File: src/adc_ctrl_pkg.sv
// Constants, types and helpers shared by the converter control block.
// Operation
// - Conversion yields a ten-bit binary result.
// - Twelve or sixteen analog inputs by package.
// - Channel field bits 5:2 selects input n.
// - Small package: channel codes 12-15 select nothing.
// - Status bit 1 reads busy; set starts.
// - Bit 0 enables or disables the converter.
// - Bits 7:6 of both registers read zero.
// - Bits 5:4 choose the reference pair.
// - Low four bits configure analog/digital pins.
// - Third register: clock, acquisition delay, justification.
// - Completion loads result, clears busy, sets flag.
// - Code zero all analog, else 0..14-k analog.
// - Reset clears registers and aborts conversion.
package adc_ctrl_pkg;

    // ------------------------------------------------------------
    // Register addresses.
    // ------------------------------------------------------------
    localparam logic [2:0] CONV_CTRL_ADDR = 3'h0;
    localparam logic [2:0] REF_PIN_ADDR = 3'h1;
    localparam logic [2:0] TIMING_ADDR = 3'h2;
    localparam logic [2:0] RES_HIGH_ADDR = 3'h3;
    localparam logic [2:0] RES_LOW_ADDR = 3'h4;
    localparam logic [2:0] FLAG_ADDR = 3'h5;

    // ------------------------------------------------------------
    // Field positions, masks and reset values.
    // ------------------------------------------------------------
    localparam int EN_BIT = 0;
    localparam int GO_BIT = 1;
    localparam int CHAN_LSB = 2;
    localparam int CHAN_MSB = 5;
    localparam int REF_LSB = 4;
    localparam int REF_MSB = 5;
    localparam int PIN_CFG_MSB = 3;
    localparam int CLK_SEL_MSB = 2;
    localparam int ACQ_LSB = 3;
    localparam int ACQ_MSB = 5;
    localparam int JUSTIFY_BIT = 7;
    localparam int FLAG_BIT = 0;
    localparam logic [7:0] TIMING_MASK = 8'hbf;
    localparam logic [7:0] REG_RESET = 8'h00;

    // ------------------------------------------------------------
    // Converter sizes and timing.
    // ------------------------------------------------------------
    localparam int RESULT_BITS = 10;
    localparam int CHANNELS_MAX = 16;
    localparam logic [3:0] MSB_IDX = 4'h9;
    localparam logic [9:0] SAR_FIRST = 10'h200;
    localparam logic [4:0] SETTLE_TADS = 5'h02;

    // Bus request travelling as one unit.
    typedef struct packed {
        logic [2:0] addr;
        logic [7:0] wdata;
        logic wr;
        logic rd;
    } bus_req_type;

    // Analog front-end steering.
    typedef struct packed {
        logic [3:0] channel;
        logic channel_valid;
        logic [1:0] reference_select;
        logic [15:0] pin_analog;
    } analog_cfg_type;

    // Conversion clock period in system cycles, minus one.
    function automatic logic [6:0] tad_last(input logic [2:0] sel,
                                            input logic [6:0] rc_last);
        unique case (sel)
            3'h0: tad_last = 7'h01;
            3'h1: tad_last = 7'h07;
            3'h2: tad_last = 7'h1f;
            3'h4: tad_last = 7'h03;
            3'h5: tad_last = 7'h0f;
            3'h6: tad_last = 7'h3f;
            default: tad_last = rc_last;
        endcase
    endfunction : tad_last

    // Acquisition delay in conversion clock periods.
    function automatic logic [4:0] acq_tads(input logic [2:0] sel);
        unique case (sel)
            3'h0: acq_tads = 5'h00;
            3'h1: acq_tads = 5'h02;
            3'h2: acq_tads = 5'h04;
            3'h3: acq_tads = 5'h06;
            3'h4: acq_tads = 5'h08;
            3'h5: acq_tads = 5'h0c;
            3'h6: acq_tads = 5'h10;
            default: acq_tads = 5'h14;
        endcase
    endfunction : acq_tads

    // Result placed right or left justified in sixteen bits.
    function automatic logic [15:0] justify(input logic [9:0] r,
                                            input logic right);
        justify = right ? {6'h00, r} : {r, 6'h00};
    endfunction : justify

endpackage : adc_ctrl_pkg

File: src/adc_control_registers.sv
// Converter control registers with successive-approximation sequencer.
//
// The plain strobed port and the placing of the registers were decided locally.
`timescale 1ns/100ps
module adc_control_registers
    import adc_ctrl_pkg::*;
#(
    parameter int NUM_INPUTS = 16,
    parameter logic [6:0] RC_TAD_LAST = 7'h3f
) (
    // Clock and reset.
    input wire logic clock_i,
    input wire logic reset_i,
    // Register port.
    input wire bus_req_type bus_i,
    output logic [7:0] rdata_o,
    // Analog front end.
    input wire logic cmp_i,
    output analog_cfg_type cfg_o,
    output logic sample_o,
    output logic [9:0] sar_code_o,
    // Status.
    output logic busy_o,
    output logic conversion_done_flag_o
);

    // ------------------------------------------------------------
    // State.
    // ------------------------------------------------------------
    typedef enum logic [1:0] {
        idle_st, acquire_st, convert_st, settle_st
    } conv_state_type;

    conv_state_type state_ff, nxt_state; // Sequencer state.
    logic [3:0] channel_select_ff, nxt_channel_select;
    logic converter_enable_ff, nxt_converter_enable;
    logic [5:0] ref_pin_ff, nxt_ref_pin; // Reference and pins.
    logic [7:0] timing_ff, nxt_timing; // Clock, delay, justify.
    logic [7:0] result_high_ff, nxt_result_high;
    logic [7:0] result_low_ff, nxt_result_low;
    logic flag_ff, nxt_flag; // Conversion done flag.
    logic [7:0] rdata_ff, nxt_rdata;
    logic [6:0] tad_ff, nxt_tad; // Divider toward one period.
    logic [4:0] phase_ff, nxt_phase; // Periods spent in state.
    logic [9:0] sar_ff, nxt_sar; // Trial code.
    logic [3:0] idx_ff, nxt_idx; // Bit under trial.
    logic cmp_meta_ff, cmp_ff; // Comparator synchroniser.
    logic [1:0] age_ff, nxt_age; // Edges since the trial code moved.
    logic cmp_fresh; // Synchronised compare matches the trial.
    logic tick; // Last system cycle of a period.
    logic converting; // Acquiring or converting.
    logic done; // Completion pulse.
    logic [9:0] trial;
    logic [15:0] placed;
    logic [4:0] acq_n;

    // ------------------------------------------------------------
    // Pin map: code zero is all analog, code k keeps 0 to 14-k.
    // ------------------------------------------------------------
    function automatic logic [15:0] pin_map(input logic [3:0] k);
        pin_map = '0;
        for (int i = 0; i < CHANNELS_MAX; i++) begin
            pin_map[i] = ((k == '0)
                || (i < (CHANNELS_MAX - 1) - int'(k)))
                && (i < NUM_INPUTS);
        end
    endfunction : pin_map

    // ------------------------------------------------------------
    // Outputs.
    // ------------------------------------------------------------
    assign tick = (tad_ff == tad_last(timing_ff[CLK_SEL_MSB:0],
                                      RC_TAD_LAST));
    assign converting = (state_ff == acquire_st)
        || (state_ff == convert_st);
    assign cmp_fresh = age_ff[1]; // Two edges have passed.
    assign acq_n = acq_tads(timing_ff[ACQ_MSB:ACQ_LSB]);
    assign rdata_o = rdata_ff;
    assign sample_o = (state_ff == acquire_st);
    assign sar_code_o = sar_ff;
    assign busy_o = converting;
    assign conversion_done_flag_o = flag_ff;
    // The mux follows the stored code; absent inputs are flagged.
    assign cfg_o.channel = channel_select_ff;
    assign cfg_o.channel_valid =
        (int'(channel_select_ff) < NUM_INPUTS);
    assign cfg_o.reference_select =
        ref_pin_ff[REF_MSB:REF_LSB];
    assign cfg_o.pin_analog = pin_map(ref_pin_ff[PIN_CFG_MSB:0]);

    // ------------------------------------------------------------
    // Next-state logic for registers and sequencer.
    // ------------------------------------------------------------
    always_comb begin
        nxt_state = state_ff;
        nxt_channel_select = channel_select_ff;
        nxt_converter_enable = converter_enable_ff;
        nxt_ref_pin = ref_pin_ff;
        nxt_timing = timing_ff;
        nxt_result_high = result_high_ff;
        nxt_result_low = result_low_ff;
        nxt_flag = flag_ff;
        nxt_rdata = '0;
        nxt_tad = tad_ff;
        nxt_phase = phase_ff;
        nxt_sar = sar_ff;
        nxt_idx = idx_ff;
        nxt_age = age_ff;
        done = 1'b0;
        trial = sar_ff;
        placed = '0;
        // Reads: data stand for one cycle only; spare bits are zero.
        if (bus_i.rd) begin
            unique case (bus_i.addr)
                CONV_CTRL_ADDR: begin
                    nxt_rdata[CHAN_MSB:CHAN_LSB] = channel_select_ff;
                    nxt_rdata[GO_BIT] = converter_enable_ff
                        && converting;
                    nxt_rdata[EN_BIT] = converter_enable_ff;
                end
                REF_PIN_ADDR: nxt_rdata[REF_MSB:0] = ref_pin_ff;
                TIMING_ADDR: nxt_rdata = timing_ff;
                RES_HIGH_ADDR: nxt_rdata = result_high_ff;
                RES_LOW_ADDR: nxt_rdata = result_low_ff;
                FLAG_ADDR: nxt_rdata[FLAG_BIT] = flag_ff;
                default: nxt_rdata = '0; // Unmapped reads zero.
            endcase
        end
        // The divider runs whenever the sequencer is not idle, settle included.
        if (state_ff != idle_st) begin
            nxt_tad = tick ? '0 : tad_ff + 7'h01;
        end
        unique case (state_ff)
            idle_st: begin
                nxt_tad = '0;
            end
            acquire_st: begin
                if (tick) begin
                    nxt_phase = phase_ff + 5'h01;
                    if (phase_ff == acq_n - 5'h01) begin
                        nxt_state = convert_st;
                        nxt_sar = SAR_FIRST;
                        nxt_idx = MSB_IDX;
                    end
                end
            end
            convert_st: begin
                // One bit is decided per period, MSB first. The
                // comparator reaches us through two flops, so at the
                // fastest clock a period is stretched by one cycle
                // rather than decided on a stale compare.
                if (tick && !cmp_fresh) begin
                    nxt_tad = tad_ff;
                end else if (tick) begin
                    if (!cmp_ff) begin
                        trial[idx_ff] = 1'b0;
                    end
                    if (idx_ff == '0) begin
                        done = 1'b1;
                        placed = justify(trial,
                                         timing_ff[JUSTIFY_BIT]);
                        nxt_result_high = placed[15:8];
                        nxt_result_low = placed[7:0];
                        nxt_state = settle_st;
                        nxt_phase = '0;
                    end else begin
                        trial[idx_ff - 4'h1] = 1'b1;
                        nxt_idx = idx_ff - 4'h1;
                    end
                    nxt_sar = trial;
                end
            end
            settle_st: begin
                // Rest period before the next acquisition may start.
                if (tick) begin
                    nxt_phase = phase_ff + 5'h01;
                    if (phase_ff == SETTLE_TADS - 5'h01) begin
                        nxt_state = idle_st;
                    end
                end
            end
        endcase
        // Writes come last so a software abort beats the sequencer.
        if (bus_i.wr) begin
            unique case (bus_i.addr)
                CONV_CTRL_ADDR: begin
                    nxt_channel_select =
                        bus_i.wdata[CHAN_MSB:CHAN_LSB];
                    nxt_converter_enable =
                        bus_i.wdata[EN_BIT];
                    if (bus_i.wdata[GO_BIT] && bus_i.wdata[EN_BIT]
                        && state_ff == idle_st) begin
                        // Start; no delay means convert at once.
                        nxt_state = (acq_n == '0) ? convert_st
                            : acquire_st;
                        nxt_tad = '0;
                        nxt_phase = '0;
                        nxt_sar = SAR_FIRST;
                        nxt_idx = MSB_IDX;
                    end else if (!bus_i.wdata[GO_BIT] && converting) begin
                        nxt_state = idle_st; // Clearing busy aborts.
                    end
                end
                REF_PIN_ADDR: nxt_ref_pin = bus_i.wdata[REF_MSB:0];
                TIMING_ADDR: nxt_timing =
                    bus_i.wdata & TIMING_MASK;
                FLAG_ADDR: nxt_flag = bus_i.wdata[FLAG_BIT];
                default: nxt_flag = nxt_flag; // Other writes ignored.
            endcase
        end
        // Switching the converter off stops any conversion.
        if (!nxt_converter_enable && converting) begin
            nxt_state = idle_st;
        end
        // A bit may only be decided two edges after the trial code
        // moved, once both synchroniser flops hold the new compare.
        if (nxt_sar != sar_ff) begin
            nxt_age = '0;
        end else if (!cmp_fresh) begin
            nxt_age = age_ff + 2'h1;
        end
        // Hardware set wins over a software clear in the same cycle.
        if (done) begin
            nxt_flag = 1'b1;
        end
    end

    // ------------------------------------------------------------
    // Registers; reset aborts work and clears control.
    // ------------------------------------------------------------
    always_ff @(posedge clock_i or posedge reset_i) begin
        if (reset_i) begin
            state_ff <= idle_st;
            channel_select_ff <= REG_RESET[3:0];
            converter_enable_ff <= 1'b0;
            ref_pin_ff <= REG_RESET[5:0];
            timing_ff <= REG_RESET;
            result_high_ff <= REG_RESET;
            result_low_ff <= REG_RESET;
            flag_ff <= 1'b0;
            rdata_ff <= REG_RESET;
            tad_ff <= '0;
            phase_ff <= '0;
            sar_ff <= '0;
            idx_ff <= '0;
            cmp_meta_ff <= 1'b0;
            cmp_ff <= 1'b0;
            age_ff <= '0;
        end else begin
            state_ff <= nxt_state;
            channel_select_ff <= nxt_channel_select;
            converter_enable_ff <= nxt_converter_enable;
            ref_pin_ff <= nxt_ref_pin;
            timing_ff <= nxt_timing;
            result_high_ff <= nxt_result_high;
            result_low_ff <= nxt_result_low;
            flag_ff <= nxt_flag;
            rdata_ff <= nxt_rdata;
            tad_ff <= nxt_tad;
            phase_ff <= nxt_phase;
            sar_ff <= nxt_sar;
            idx_ff <= nxt_idx;
            cmp_meta_ff <= cmp_i; // Comparator is asynchronous.
            cmp_ff <= cmp_meta_ff;
            age_ff <= nxt_age;
        end
    end
endmodule : adc_control_registers

File: config.mk
export PLATFORM = sky130hd
export DESIGN_NAME = adc_control_registers
export DESIGN_NICKNAME = d
export VERILOG_FILES = /design/src/adc_ctrl_pkg.sv /design/src/adc_control_registers.sv
export SDC_FILE = /design/constraint.sdc
export NUM_CORES = 1
export LEC_CHECK = 0
export BUFFER_PORTS_ARGS = -buffer_cell sky130_fd_sc_hd__buf_2
export CORE_ASPECT_RATIO = 1.75
export CORE_UTILIZATION = 63
export DETAILED_ROUTE_END_ITERATION = 6
export PLACE_DENSITY = 0.83
export SYNTH_ARGS = -nofsm -noshare
export SYNTH_HDL_FRONTEND = slang
export SYNTH_SLANG_ARGS = --single-unit
export TNS_END_PERCENT = 5
File: constraint.sdc
create_clock -name clock_i -period 5.6 [get_ports clock_i]
set_clock_uncertainty 0.05 [all_clocks]
set_input_delay 0.28 -clock clock_i [delete_from_list [all_inputs] [get_ports clock_i]]
set_output_delay 0.28 -clock clock_i [all_outputs]
set_load 0.01 [all_outputs]
==> out/qor.csv <==
stage,metric,value,unit
flow_run,drv_cap,0,
logic_synthesis,synth_top_family_by_area,compound AO/OA/AOI/OAI gates,
place,gp_congestion,1.00,
grt,grt_overflow,0,
power_and_ir_drop,peakVddDrop,0.297,mV
detailed_routing,dr.pass1.iters,5,
final_layout,nNetsFinal,618,
clock_tree,cts-buffers-inserted,9,
logic_synthesis,syn_inst,555,
logic_synthesis,async_flop_share,1.00,
logic_synthesis,ys_seq_elements,75,
timing,min_period,3.01,ns
power_and_ir_drop,p_per_area,385,mW/mm2
timing,fmax,333,MHz
power_and_ir_drop,p_leak,0.00239,uW
clock_tree,path_clk_slew,0.06,ns
logic_synthesis,synth_simple_gate_area_frac,0.218,
detailed_routing,wl_per_cell,20.4,um
timing,rsz0062_at_grt,no,
logic_synthesis,muxShareOfSynthArea,0.0652,
timing,hold_violations,0,
detailed_routing,drc,0,
floorplanning,core-area,0.00751,mm2
outcome,status,"complete, no violations",
logic_synthesis,post-synth-top-count-cell,dfrtp_1,
hold_path,holdCritStartpoint,bus_i[9],
logic_synthesis,yosysTopAreaCell,dfrtp_1,
floorplanning,core.rowCount,42,
logic_synthesis,synth_edf_count,0,
logic_synthesis,ys_types,68,
grt,grt_pass1_vias,4470,
setup_path,cp_max_fo,18,
final_layout,fill_cells,583,
final_layout,syn2layout_area_growth,11.1,%
final_layout,antennaDiodeCount,0,
detailed_routing,ant_nets,0,
timing,fin_tns_setup,0,ns
clock_tree,clkSinkCount,75,
timing,relSlewSlack,0.254,
detailed_routing,routed_wl,13900,um
logic_synthesis,synth-xor-area-share,0.0125,
setup_path,critPathRequiredTime,5.75,ns
setup_path,critPathSlowestCell,a2111oi_2,
clock_tree,cts_buffer_depth,2,
place,place.detailed.hpwl,9750,um
place,dp_worst_setup_slack,2.67,ns
clock_tree,post_cts_buffers,0,
setup_path,cp_slowest_stage_delay,0.89,ns
setup_path,startpoint,state_ff[0]$_DFF_PP0_,
floorplanning,fp.dieW,68.6,um
logic_synthesis,synth_fa_ha_area_frac,0.0332,
logic_synthesis,synth_top_cells_by_count,"75 x dfrtp_1, 60 x nand2_1, 43 x nor2_1",
setup_path,start_kind,flip-flop,
logic_synthesis,netlist_area,0.00489,mm2
floorplanning,die_y,119,um
timing,maxSlewViolCount,0,
timing,timing.final.crit_share,0.537,
floorplanning,initial_core_util,0.651,
detailed_routing,vias,4595,
logic_synthesis,synth.top_cells.by_area,"dfrtp_1 38%, mux2_2 4.8%, nand2_1 4.6%",
timing,worst-slew-pin-transition,1.12,ns
logic_synthesis,ys.flop_type,dfrtp_1,
setup_path,worst_ep_arrival_time,3.16,ns
setup_path,crit_type,flip-flop to flip-flop,
logic_synthesis,yosys.area.top_type_share,0.384,
final_layout,drive_gt1_frac,0.192,
timing,setup_ws,2.59,ns
logic_synthesis,synth_area_per_cell,8.81,um2
detailed_routing,vias_per_cell,6.75,
detailed_routing,drtIter0Drc,361,
timing,finalSetupViolCount,0,
clock_tree,root_buffer,clkbuf_16,
grt,grt_max_degree,76,
clock_tree,cts_tree,built,
setup_path,end_kind,flip-flop,
logic_synthesis,synth_warnings,0,
floorplanning,io_pins,60,
clock_tree,cts_max_level,3,
setup_path,rr_startpoint,state_ff[0]$_DFF_PP0_,
hold_path,hold_path.class,input pin to flip-flop,
grt,antenna_found_initial,0,
floorplanning,die-area,0.00814,mm2
clock_tree,clkLatencyLatePin,0.34,ns
grt,grt_pass1_wl,21600,um
logic_synthesis,synth_fp_nets,584,
grt,grt_usage,0.362,
place,numPortBuffers,57,
logic_synthesis,ys_seq_area_frac,0.384,
logic_synthesis,synth_compound_area_frac,0.237,
setup_path,crit_chain,inv_1 -> ha_1 -> nand2_1 -> a2111oi_2 -> a32oi_1 -> o211ai_1 -> nor4_1,
[repair_timing]
action / 4_1_cts / 5_1_grt
setup endpoints to repair: 0 / 0
hold buffers: 1 / 0
gates resized for setup: 0 / 0
hold endpoints to repair: 1 / 0
[final timing paths]
| check | endpoint | slack, ns | cells past startpoint |
|---|---|---|---|
| worst max-delay path | age_ff[0]$_DFFE_PP0P_ | 2.59 | 7 |
| max in group asynchronous | tad_ff[1]$_DFF_PP0_ | 4.70 | 3 |
| worst min register to register | cmp_ff$_DFF_PP0_ | 0.30 | 0 |
| min in group asynchronous | result_low_ff[4]$_DFFE_PP0P_ | 0.17 | 3 |
| worst min-delay path | timing_ff[7]$_DFFE_PP0P_ | 0.13 | 3 |
| worst max register to register | age_ff[0]$_DFFE_PP0P_ | 2.59 | 7 |
[state kept, by name (all words and copies together) (netlist names)]
| register | cells |
|---|---|
| idx_ff | 4 |
| converter_enable_ff | 1 |
| result_low_ff | 8 |
| timing_ff | 7 |
| cmp_meta_ff | 1 |
| state_ff | 2 |
| tad_ff | 7 |
| sar_code_o | 10 |
| cmp_ff | 1 |
| rdata_o | 8 |
| channel_select_ff | 4 |
| result_high_ff | 8 |
| ref_pin_ff | 6 |
| conversion_done_flag_o | 1 |
| phase_ff | 5 |
| age_ff | 2 |
[report_power, final]
| part | total (uW) | leakage [uW] | switching (uW) | internal (uW) |
|---|---|---|---|---|
| sequential | 783 | 0.000992 | 164 | 619 |
| clock | 532 | 0.000130 | 225 | 307 |
| combinational | 776 | 0.00127 | 473 | 303 |
[cell usage in the layout (no fill, tap or decap), types with 4 or more instances in the layout]
| master | n |
|---|---|
| mux2i_1 | 6 |
| a31oi_1 | 9 |
| o21ai_0 | 36 |
| a22oi_1 | 15 |
| ha_1 | 13 |
| nand2b_1 | 13 |
| o31ai_1 | 13 |
| dfrtp_1 | 75 |
| nand2_1 | 60 |
| nor2_1 | 43 |
| clkbuf_16 | 9 |
| inv_1 | 19 |
| mux2_2 | 21 |
| a21o_1 | 6 |
| o22ai_1 | 11 |
| nand3_1 | 18 |
| and3_1 | 5 |
| nor4_1 | 4 |
| a21oi_1 | 21 |
| buf_4 | 4 |
| o211ai_1 | 10 |
| and2_1 | 12 |
| buf_2 | 57 |
| xor2_1 | 4 |
| nor2b_1 | 16 |
| nand4_1 | 4 |
| nor3_1 | 13 |
[stage by stage]
step	util	hold WS, ns	total power (uW)	instance area, um2	cells
after global routing	0.723	0.148	2210	5430	681
after global placement	0.686	0.284	1510	5150	665
final	0.723	0.133	2090	5430	681
after CTS	0.723	0.122	2070	5430	681
after detailed placement	0.686	0.289	1540	5150	665
after floorplan	-	0.261	1310	4890	555
[layout make-up]
cell class | instances | area [um2] | area share
Tap cell | 88 | 110 | 0.0203
Sequential cell | 75 | 1880 | 0.345
Clock inverter | 5 | 30.0 | 0.00553
Inverter | 20 | 75.1 | 0.0138
Clock buffer | 10 | 239 | 0.0440
Multi-Input combinational cell | 421 | 2780 | 0.511
Timing Repair Buffer | 62 | 325 | 0.0599
[worst max-delay path: cells and delay by family (launching register included)]
kind,cells,cell delay (ns)
and+or+nand+nor,2,0.44
buffers and inverters,1,0.10
adders and majority gates,1,0.58
DFF,1,0.42
AOI/OAI and AO/OA,3,1.28
[cells by family (layout without fill, tap and decap cells)]
logic type	after synthesis	in the layout
muxes	28	28
other	1	1
buffers and inverters	59	97
DFF	75	75
xor gates and xnor gates	7	7
AOI/OAI and AO/OA	163	163
and+or+nand+nor	209	209
adders and majority gates	13	13
[metal layers]
| metal | wire [um] | GRT usage | share of wire | vias to the layer above |
|---|---|---|---|---|
| li1 | - | - | - | 2097 |
| met1 | 5120 | 0.402 | 0.37 | 2202 |
| met2 | 7030 | 0.600 | 0.51 | 244 |
| met3 | 1010 | 0.0656 | 0.073 | 52 |
| met4 | 720 | 0.234 | 0.052 | 0 |
| met5 | 0 | 0 | 0 | - |
No activity file was read; power rests on OpenSTA's default activity.
